[config.mk]
export PLATFORM = sky130hd
export DESIGN_NAME = clock_stop_powerdown_control
export DESIGN_NICKNAME = d
export VERILOG_FILES = /design/src/clk_stop_pkg.sv /design/src/clock_stop_powerdown_control.sv
export VERILOG_INCLUDE_DIRS = /design/src
export SDC_FILE = /design/constraint.sdc
export NUM_CORES = 1
export LEC_CHECK = 0
export BUFFER_PORTS_ARGS = -buffer_cell sky130_fd_sc_hd__buf_4
export CORE_MARGIN = 3
export CORE_UTILIZATION = 50
export CTS_CLUSTER_DIAMETER = 50
export DETAILED_ROUTE_END_ITERATION = 16
export PLACE_DENSITY_LB_ADDON = 0.25
export SYNTH_ARGS = -nofsm -noshare
export SYNTH_HDL_FRONTEND = slang
export SYNTH_SLANG_ARGS = --single-unit
[constraint.sdc]
create_clock -name mclk -period 1.7 [get_ports mclk]
set_clock_uncertainty 0.15 [all_clocks]
set_input_delay 0 -clock mclk [delete_from_list [all_inputs] [get_ports mclk]]
set_output_delay 0 -clock mclk [all_outputs]
set_load 0.01 [all_outputs]
[src/clk_stop_defines.svh]
// constants of the clock stop and power-down control
// assumes a single 200 MHz control clock; included by its bare name
`ifndef CLK_STOP_DEFINES_SVH
`define CLK_STOP_DEFINES_SVH

// output counts
`define N_CPU 2
`define N_PCI 6
`define N_PCIF 3

// control clock period and power-up latency, each in its own unit
`define MCLK_PERIOD_NS 5.0
`define PD_WAKE_MS 3.0
// cycles kept back from the wake count: pin sync, state change and the slowest restart edge
`define WAKE_SPARE 33

// default output dividers (cpu outputs toggle every control cycle)
`define PCI_DIV_DEF 6
`define REF_DIV_DEF 14

// stop request qualification: low level seen on this many cpu edges
`define STOP_SAMPLES 2'h2

// cpu true-output drive current, as multiples of the reference current
`define DRIVE_X4 3'h4
`define DRIVE_X6 3'h6
`define DRIVE_X2 3'h2

// idle (released) level of the three synchronised stop pins
`define SYNC_IDLE 3'h7

`endif

[src/clk_stop_pkg.sv]
// types shared by the clock stop and power-down control
// assumes clk_stop_defines.svh sits in the include path
package clk_stop_pkg;
`include "clk_stop_defines.svh"

  // static configuration written by the serial configuration logic
  typedef struct packed {
    logic [`N_CPU-1:0] cpu_stoppable; // 1: cpu pair halts on cpu stop
    logic [`N_PCIF-1:0] pci_free_run; // 1: free pci clock ignores pci stop
    logic pci_stop_bit; // written pci run bit, low stops pci clocks
    logic drive_current_select; // 0: 4x reference, 1: 6x reference
  } cfg_t;

  // power management sequence
  typedef enum logic [1:0] {
    PM_RUN = 2'b00,
    PM_PARK = 2'b01,
    PM_OFF = 2'b10,
    PM_WAKE = 2'b11
  } pm_state_t;

endpackage : clk_stop_pkg

[src/clock_stop_powerdown_control.sv]
// output stop and power-down control of a multi-output clock synthesizer
// assumes cfg comes from logic on mclk; the three stop pins are asynchronous
//
// Summary of operation
// cpu stop halts only stoppable cpu pairs
// stop after two low falling-edge samples
// stopped cpu: true high, complement low
// drive current unchanged, complement undriven while stopped
// cpu restart without runt or stretched pulse
// cpu outputs toggle within two cycles
// pci stop halts pci outputs synchronously
// free-running pci clocks ignore pci stop
// pci clocks restart within two periods
// pci stop is pin and config bit
// config bit reads zero while pci stopped
// power-down pin synchronised before use
// power-down holds pci and ref outputs low, oscillator off
// power-down parks every clock glitch-free
// two complement rising samples, park at fall
// power-down: true high at 2x, complement undriven
// reference clock may take several cycles
// clocks running within 3.0 ms of release
// termination power-good input is ignored
// sync requests, gate only at parked level
`include "clk_stop_defines.svh"
module clock_stop_powerdown_control #(
  parameter int unsigned PCI_DIV = `PCI_DIV_DEF, // control cycles per pci period
  parameter int unsigned REF_DIV = `REF_DIV_DEF, // control cycles per ref period
  parameter int unsigned WAKE_CYCLES = $rtoi(`PD_WAKE_MS * 1.0e6 / `MCLK_PERIOD_NS) - `WAKE_SPARE
) (
  input wire logic mclk, // control clock, 200 MHz
  input wire logic nrst, // synchronous reset, active low
  input wire logic cpu_clock_stop_n, // cpu stop pin, asynchronous
  input wire logic pci_clock_stop_n, // pci stop pin, asynchronous
  input wire logic power_down_n, // power-down pin, asynchronous
  input wire logic termination_power_good, // ignored by design
  input wire clk_stop_pkg::cfg_t cfg, // static configuration
  output logic [`N_CPU-1:0] cpu_clk_true, // cpu true outputs
  output logic [`N_CPU-1:0] cpu_clk_complement, // cpu complement outputs
  output logic [`N_CPU-1:0] cpu_compl_oe, // complement driven when high
  output logic [2:0] cpu_drive_mult, // true-output current in reference units
  output logic [`N_PCI-1:0] pci_clk, // stoppable pci outputs
  output logic [`N_PCIF-1:0] pci_free_clk, // pci outputs with free-run option
  output logic ref_clk, // reference clock output
  output logic osc_pll_enable, // oscillator and pll power, high = on
  output logic pci_stop_readback // readback of the pci run bit
);
  import clk_stop_pkg::*;
  localparam int unsigned PCW = $clog2(PCI_DIV);
  localparam int unsigned RCW = $clog2(REF_DIV);
  localparam int unsigned WCW = $clog2(WAKE_CYCLES + 1);
  localparam logic [PCW-1:0] PCI_LAST = PCW'(PCI_DIV - 1);
  localparam logic [PCW-1:0] PCI_HALF = PCW'(PCI_DIV / 2 - 1);
  localparam logic [RCW-1:0] REF_LAST = RCW'(REF_DIV - 1);
  localparam logic [RCW-1:0] REF_HALF = RCW'(REF_DIV / 2 - 1);
  localparam logic [WCW-1:0] WAKE_LAST = WCW'(WAKE_CYCLES);

  // next state of a gate: it closes only on the park event, opens only on the run event
  function automatic logic gate_next(input logic gate, input logic want,
                                     input logic park_ev, input logic run_ev);
    gate_next = want ? (gate | park_ev) : (gate & ~run_ev);
  endfunction : gate_next

  ////////////////////////////////////////////////////////////////////////////////
  // pin synchronisers; the first stage feeds only the second

  logic [2:0] sync1_q;
  logic [2:0] sync2_q;
  logic cpu_stop_s;
  logic pci_s;
  logic pd_s;

  // all three pins double-flopped; the power-down pin is treated as fully asynchronous
  always_ff @(posedge mclk) begin
    if (!nrst) begin
      sync1_q <= `SYNC_IDLE;
      sync2_q <= `SYNC_IDLE;
    end else begin
      sync1_q <= {cpu_clock_stop_n, pci_clock_stop_n, power_down_n};
      sync2_q <= sync1_q;
    end
  end

  assign cpu_stop_s = sync2_q[2];
  assign pci_s = sync2_q[1];
  assign pd_s = sync2_q[0];

  ////////////////////////////////////////////////////////////////////////////////
  // output clock phase generators

  logic cpu_ph_q;
  logic cpu_rise;
  logic cpu_fall;
  logic [PCW-1:0] pci_cnt_q;
  logic [PCW-1:0] pci_cnt_d;
  logic pci_rise;
  logic pci_fall;
  logic pci_ph_d;
  logic [RCW-1:0] ref_cnt_q;
  logic [RCW-1:0] ref_cnt_d;
  logic ref_rise;
  logic ref_fall;
  logic ref_ph_d;

  // cpu true phase toggles every cycle; a fall here is a complement rising edge
  always_ff @(posedge mclk) begin
    if (!nrst) begin
      cpu_ph_q <= 1'h0;
    end else begin
      cpu_ph_q <= ~cpu_ph_q;
    end
  end

  assign cpu_rise = ~cpu_ph_q;
  assign cpu_fall = cpu_ph_q;

  // dividers keep counting while parked; reset at the last count so the first pulse is full
  always_ff @(posedge mclk) begin
    if (!nrst) begin
      pci_cnt_q <= PCI_LAST;
      ref_cnt_q <= REF_LAST;
    end else begin
      pci_cnt_q <= pci_cnt_d;
      ref_cnt_q <= ref_cnt_d;
    end
  end

  assign pci_rise = (pci_cnt_q == PCI_LAST);
  assign pci_fall = (pci_cnt_q == PCI_HALF);
  assign pci_cnt_d = pci_rise ? '0 : pci_cnt_q + PCW'(1);
  assign pci_ph_d = (pci_cnt_d <= PCI_HALF);
  assign ref_rise = (ref_cnt_q == REF_LAST);
  assign ref_fall = (ref_cnt_q == REF_HALF);
  assign ref_cnt_d = ref_rise ? '0 : ref_cnt_q + RCW'(1);
  assign ref_ph_d = (ref_cnt_d <= REF_HALF);

  ////////////////////////////////////////////////////////////////////////////////
  // cpu stop qualification

  logic [1:0] cstop_cnt_q;
  logic cpu_stop_req;

  // counts falling cpu edges that saw stop low; release clears at once to cut latency
  always_ff @(posedge mclk) begin
    if (!nrst) begin
      cstop_cnt_q <= 2'h0;
    end else if (cpu_stop_s) begin
      cstop_cnt_q <= 2'h0;
    end else if (cpu_fall && cstop_cnt_q != `STOP_SAMPLES) begin
      cstop_cnt_q <= cstop_cnt_q + 2'h1;
    end
  end

  assign cpu_stop_req = (cstop_cnt_q == `STOP_SAMPLES);

  ////////////////////////////////////////////////////////////////////////////////
  // power management sequence

  pm_state_t pm_q;
  logic [1:0] pd_cnt_q;
  logic [WCW-1:0] wake_cnt_q;
  logic pd_hold;
  logic all_parked;
  logic [`N_CPU-1:0] cpu_gate_q;
  logic [`N_PCI-1:0] pci_gate_q;
  logic [`N_PCIF-1:0] pcif_gate_q;
  logic ref_gate_q;

  assign pd_hold = (pm_q != PM_RUN);
  assign all_parked = (&cpu_gate_q) & (&pci_gate_q) & (&pcif_gate_q) & ref_gate_q;

  // power-down samples taken on complement rising edges, two in a row
  always_ff @(posedge mclk) begin
    if (!nrst || pd_s || pm_q != PM_RUN) begin
      pd_cnt_q <= 2'h0;
    end else if (cpu_fall && pd_cnt_q != `STOP_SAMPLES) begin
      pd_cnt_q <= pd_cnt_q + 2'h1;
    end
  end

  // run, park all outputs, power off, then wait for the pll before release
  always_ff @(posedge mclk) begin
    if (!nrst) begin
      pm_q <= PM_RUN;
    end else begin
      unique case (pm_q)
        PM_RUN: if (pd_cnt_q == `STOP_SAMPLES) pm_q <= PM_PARK;
        PM_PARK: if (all_parked) pm_q <= PM_OFF;
        PM_OFF: if (pd_s) pm_q <= PM_WAKE;
        PM_WAKE: begin
          if (!pd_s) pm_q <= PM_OFF;
          else if (wake_cnt_q == WAKE_LAST) pm_q <= PM_RUN;
        end
      endcase
    end
  end

  // power-up latency counter, only counts in the wake state
  always_ff @(posedge mclk) begin
    if (!nrst || pm_q != PM_WAKE) begin
      wake_cnt_q <= '0;
    end else begin
      wake_cnt_q <= wake_cnt_q + WCW'(1);
    end
  end

  // oscillator and plls off only once every output sits parked
  always_ff @(posedge mclk) begin
    if (!nrst) begin
      osc_pll_enable <= 1'h1;
    end else begin
      osc_pll_enable <= (pm_q != PM_OFF) && !(pm_q == PM_PARK && all_parked);
    end
  end

  ////////////////////////////////////////////////////////////////////////////////
  // cpu output gating: parked high, closes on a rise, reopens on a fall

  logic [`N_CPU-1:0] cpu_gate_d;

  always_comb begin
    for (int i = 0; i < `N_CPU; i++) begin
      cpu_gate_d[i] = gate_next(cpu_gate_q[i], (cpu_stop_req && cfg.cpu_stoppable[i]) || pd_hold,
                                cpu_rise, cpu_fall);
    end
  end

  // stopped pair: true held high, complement released to the external pull-down
  always_ff @(posedge mclk) begin
    if (!nrst) begin
      cpu_gate_q <= '0;
      cpu_clk_true <= '0;
      cpu_clk_complement <= '1;
      cpu_compl_oe <= '1;
    end else begin
      cpu_gate_q <= cpu_gate_d;
      cpu_clk_true <= cpu_gate_d | {`N_CPU{~cpu_ph_q}};
      cpu_clk_complement <= ~cpu_gate_d & {`N_CPU{cpu_ph_q}};
      cpu_compl_oe <= ~cpu_gate_d;
    end
  end

  // drive strength only drops to the hold value once the synthesizer is off
  always_ff @(posedge mclk) begin
    if (!nrst) begin
      cpu_drive_mult <= `DRIVE_X4;
    end else if (pm_q == PM_OFF || (pm_q == PM_PARK && all_parked)) begin
      cpu_drive_mult <= `DRIVE_X2;
    end else begin
      cpu_drive_mult <= cfg.drive_current_select ? `DRIVE_X6 : `DRIVE_X4;
    end
  end

  ////////////////////////////////////////////////////////////////////////////////
  // pci and reference gating: parked low, closes on a fall, reopens on a rise

  logic pci_stop_eff;
  logic [`N_PCI-1:0] pci_gate_d;
  logic [`N_PCIF-1:0] pcif_gate_d;
  logic ref_gate_d;

  assign pci_stop_eff = !(pci_s && cfg.pci_stop_bit);

  always_comb begin
    for (int j = 0; j < `N_PCI; j++) begin
      pci_gate_d[j] = gate_next(pci_gate_q[j], pci_stop_eff || pd_hold,
                                pci_fall, pci_rise);
    end
    for (int k = 0; k < `N_PCIF; k++) begin
      pcif_gate_d[k] = gate_next(pcif_gate_q[k],
                                 (pci_stop_eff && !cfg.pci_free_run[k]) || pd_hold,
                                 pci_fall, pci_rise);
    end
    ref_gate_d = gate_next(ref_gate_q, pd_hold, ref_fall, ref_rise);
  end

  // termination_power_good drives nothing: clock behaviour never depends on it
  always_ff @(posedge mclk) begin
    if (!nrst) begin
      pci_gate_q <= '0;
      pcif_gate_q <= '0;
      ref_gate_q <= 1'h0;
      pci_clk <= '0;
      pci_free_clk <= '0;
      ref_clk <= 1'h0;
    end else begin
      pci_gate_q <= pci_gate_d;
      pcif_gate_q <= pcif_gate_d;
      ref_gate_q <= ref_gate_d;
      pci_clk <= ~pci_gate_d & {`N_PCI{pci_ph_d}};
      pci_free_clk <= ~pcif_gate_d & {`N_PCIF{pci_ph_d}};
      ref_clk <= ~ref_gate_d & ref_ph_d;
    end
  end

  // readback shows zero one cycle after either control goes low
  always_ff @(posedge mclk) begin
    if (!nrst) begin
      pci_stop_readback <= 1'h1;
    end else begin
      pci_stop_readback <= !pci_stop_eff;
    end
  end
endmodule : clock_stop_powerdown_control

==> flow_summary_export.csv <==
group,metric,value,unit
status,status,"complete, no violations",
final_layout,nFillCells,411,
global_route,grt_pass1_vias,2109,
floorplanning,die_h,80.6,um
timing,max_freq,598,MHz
setup_path,critPathMaxStageDelay,0.49,ns
setup_path,crit_fanout,7,
yosys,synth-seq-cells,71,
setup_path,path_buf_inv,0,
final_layout,nNetsFinal,385,
detailed_routing,dr_wl_met2,2780,um
detailed_routing,firstDrtPassIters,4,
worst_hold_path,holdPathEnd,"pcif_gate_q[0]",
final_layout,fin_util,0.696,
detailed_routing,wl_met1,2550,um
placement,dp.cells,416,
flow_run,timing.max_cap.violations,0,
yosys,synth-edff-count,0,
yosys,syn_avg_cell_area,9.15,um2
yosys,yosys_most_used_dff,"dfxtp_1",
timing,setup_violations,0,
clocking,cts_setup_buffers,0,
final_layout,fin_cells,444,
setup_path,rr_startpoint,"wake_cnt_q[1]",
setup_path,required,1.83,ns
setup_path,start_kind,"register",
detailed_routing,ant_nets,0,
yosys,netlist_area,0.00278,mm2
clocking,cts_made_buffers,9,
worst_hold_path,worstHoldStart,"cfg[2]",
yosys,yosysWarningCount,0,
timing,grt_setup_unrepaired,"true",
detailed_routing,via_count,2301,
detailed_routing,wl_met3,193,um
clocking,cts_sinks,71,
power,peakVddDrop,0.577,mV
clocking,clk_pin_slew,0.08,ns
global_route,grt_first_pass_wirelength,9190,um
global_route,grt_max_degree,40,
yosys,yosysUniqueCellTypes,51,
clocking,clock_latency,0.34,ns
global_route,track_usage,0.182,
setup_path,r2r-end,"wake_cnt_q[15]",
placement,dp_hpwl,3780,um
detailed_routing,drcViolationCount,0,
final_layout,area_growth,31.1,%
yosys,seq_area_frac_synth,0.511,
timing,final_hold_viol_count,0,
floorplanning,pin_count,34,
worst_hold_path,whs_path_depth,5,
yosys,async_flop_share,0,
detailed_routing,routed_wl,5640,um
setup_path,reg2reg_depth,4,
setup_path,crit_slowest_cell,"or4_4",
floorplanning,rows,26,
setup_path,endpoint_kind,"register",
setup_path,rrSetupSlack,0.03,ns
power,powerDensity,968,mW/mm2
yosys,syn_inst,304,
detailed_routing,avgViaCountPerCell,5.18,
clocking,cts-root-buf,"clkbuf_8",
worst_hold_path,hp-class,"in2reg",
floorplanning,chipWidth,80.6,um
timing,slew_viol_final,0,
clocking,max-clock-path-buffers,2,
final_layout,num_antenna_cells,0,
detailed_routing,wire_per_inst,12.7,um
floorplanning,core_area,0.00524,mm2
placement,place_congestion,0.811,
setup_path,cp_data_arrival_time,1.80,ns
placement,port-buffer-count,31,
setup_path,crit_chain,"nand2_2 -> or3_4 -> or4_4 -> a21oi_2",
timing,period_needed,1.67,ns
floorplanning,initial_core_util,0.531,
detailed_routing,drt_iter0_drc,170,
yosys,syn-num-nets,320,
detailed_routing,routed.top_layer,"met4",
timing,timing.hold.ws,0.000222,ns
clocking,h-tree-depth,3,
final_layout,final_layout_size_suffix_gt1_frac,0.281,
timing,post-route-period-util,0.983,
global_route,gr-total-overflow,0,
setup_path,crit_type,"reg2reg",
global_route,antenna_found_initial,0,
power,power.leakage,0.00145,uW
setup_path,cp_top_family,"simple AND/OR/NAND/NOR gates",
clocking,cts_tree,"yes",
floorplanning,dieArea,0.00650,mm2
==> tightest hold or removal path, cell delays in order <==
cell and delay, ns:
buf_4 0.08, a21o_1 0.11, a21oi_1 0.07, o21ai_0 0.13
a21boi_0 0.07
==> Yosys cell counts (5+ instances only) <==
| cell | n | area (um2) |
|---|---|---|
| o31ai_1 | 5 | 37.5 |
| or4_1 | 6 | 45.0 |
| nor2_1 | 23 | 86.3 |
| nand3_1 | 9 | 45.0 |
| clkbuf_1 | 12 | 45.0 |
| xor2_1 | 7 | 61.3 |
| nand2_1 | 30 | 113 |
| nand2b_1 | 8 | 50.1 |
| xnor2_1 | 5 | 43.8 |
| nand4_1 | 8 | 50.1 |
| a21boi_0 | 10 | 75.1 |
| a21oi_1 | 20 | 100 |
| and2_1 | 8 | 50.1 |
| o21ai_0 | 14 | 70.1 |
| dfxtp_1 | 71 | 1420 |
| inv_1 | 12 | 45.0 |
==> per-layer routing <==
| layer | global-route usage | vias up |
|---|---|---|
| met4 | 0.0861 | 0 |
| met3 | 0.0370 | 12 |
| met1 | 0.212 | 1056 |
| met5 | 0 | - |
| li1 | - | 1191 |
| met2 | 0.317 | 42 |
==> logic make-up after synthesis <==
group,count (synthesis),synth area share
AND/OR/NAND/NOR,115,0.218
flip-flops,71,0.511
AO/OA/AOI/OAI,70,0.161
buffers and inverters,28,0.0436
XOR/XNOR,12,0.0378
adder cells (fa/ha/maj),5,0.0207
multiplexers,2,0.00764
other,1,0.00135
==> final cells by class <==
type / instances / area, um2 / area share
Timing Repair Buffer: 70 / 556 / 0.152
Sequential cell: 71 / 1440 / 0.393
Inverter: 12 / 45.0 / 0.0123
Clock inverter: 7 / 97.6 / 0.0268
Multi-Input combinational cell: 205 / 1300 / 0.357
Tap cell: 70 / 87.6 / 0.0240
Clock buffer: 9 / 124 / 0.0340
==> state kept, by name, indices dropped and copies added (netlist names), 3 cells and up <==
register      flops
pci_clk           6
pci_cnt_q         3
pci_free_clk      3
pci_gate_q        6
pcif_gate_q       3
ref_cnt_q         4
sync1_q           3
sync2_q           3
wake_cnt_q       20
==> metrics by stage <==
stage | setup TNS [ns] | setup WS, ns | power (uW) | cell area [um2]
floorplan | -0.134 | -0.0359 | 1940 | 2820
CTS | 0 | 0.000338 | 3560 | 3610
global route | -0.0835 | -0.0245 | 3660 | 3650
finish | 0 | 0.0289 | 3530 | 3650
detailed placement | -0.172 | -0.0362 | 2060 | 3260
global placement | -0.00287 | -0.00287 | 2060 | 3260
==> what timing repair did <==
action	CTS	global route
pin swaps	0	7
endpoints found under the setup margin	7	9
endpoints found under the hold margin	41	0
hold buffers	12	0
gates resized for setup	6	11
==> placed cells by master (no fill, tap or decap), types with 6 or more instances in the layout <==
cell type	instances
dfxtp_2	8
a21boi_0	10
buf_4	58
and2_1	6
a21oi_1	18
dlygate4sd3_1	12
nand4_1	8
nand2_1	28
nand3_1	9
nor2_1	23
xor2_1	7
dfxtp_1	62
o21ai_0	14
clkbuf_8	9
inv_1	11
nand2b_1	8
==> report_power, final <==
| part | internal [uW] | switching [uW] |
|---|---|---|
| clock | 828 | 657 |
| sequential | 1720 | 40.3 |
| combinational | 152 | 128 |
| total | 2700 | 825 |
==> worst max path at each step <==
stage / startpoint / endpoint / slack [ns] / cells past startpoint
floorplan: wake_cnt_q[3] / wake_cnt_q[15] / -0.04 / 5
global placement: wake_cnt_q[4] / wake_cnt_q[17] / -0.003 / 4
detailed placement: wake_cnt_q[4] / wake_cnt_q[19] / -0.04 / 4
CTS: cstop_cnt_q[0] / cpu_clk_true[1] / 0.0003 / 7
global route: wake_cnt_q[1] / wake_cnt_q[15] / -0.02 / 4
finish: wake_cnt_q[1] / wake_cnt_q[15] / 0.03 / 4
Note: power is estimated with default switching activity, not from simulation.
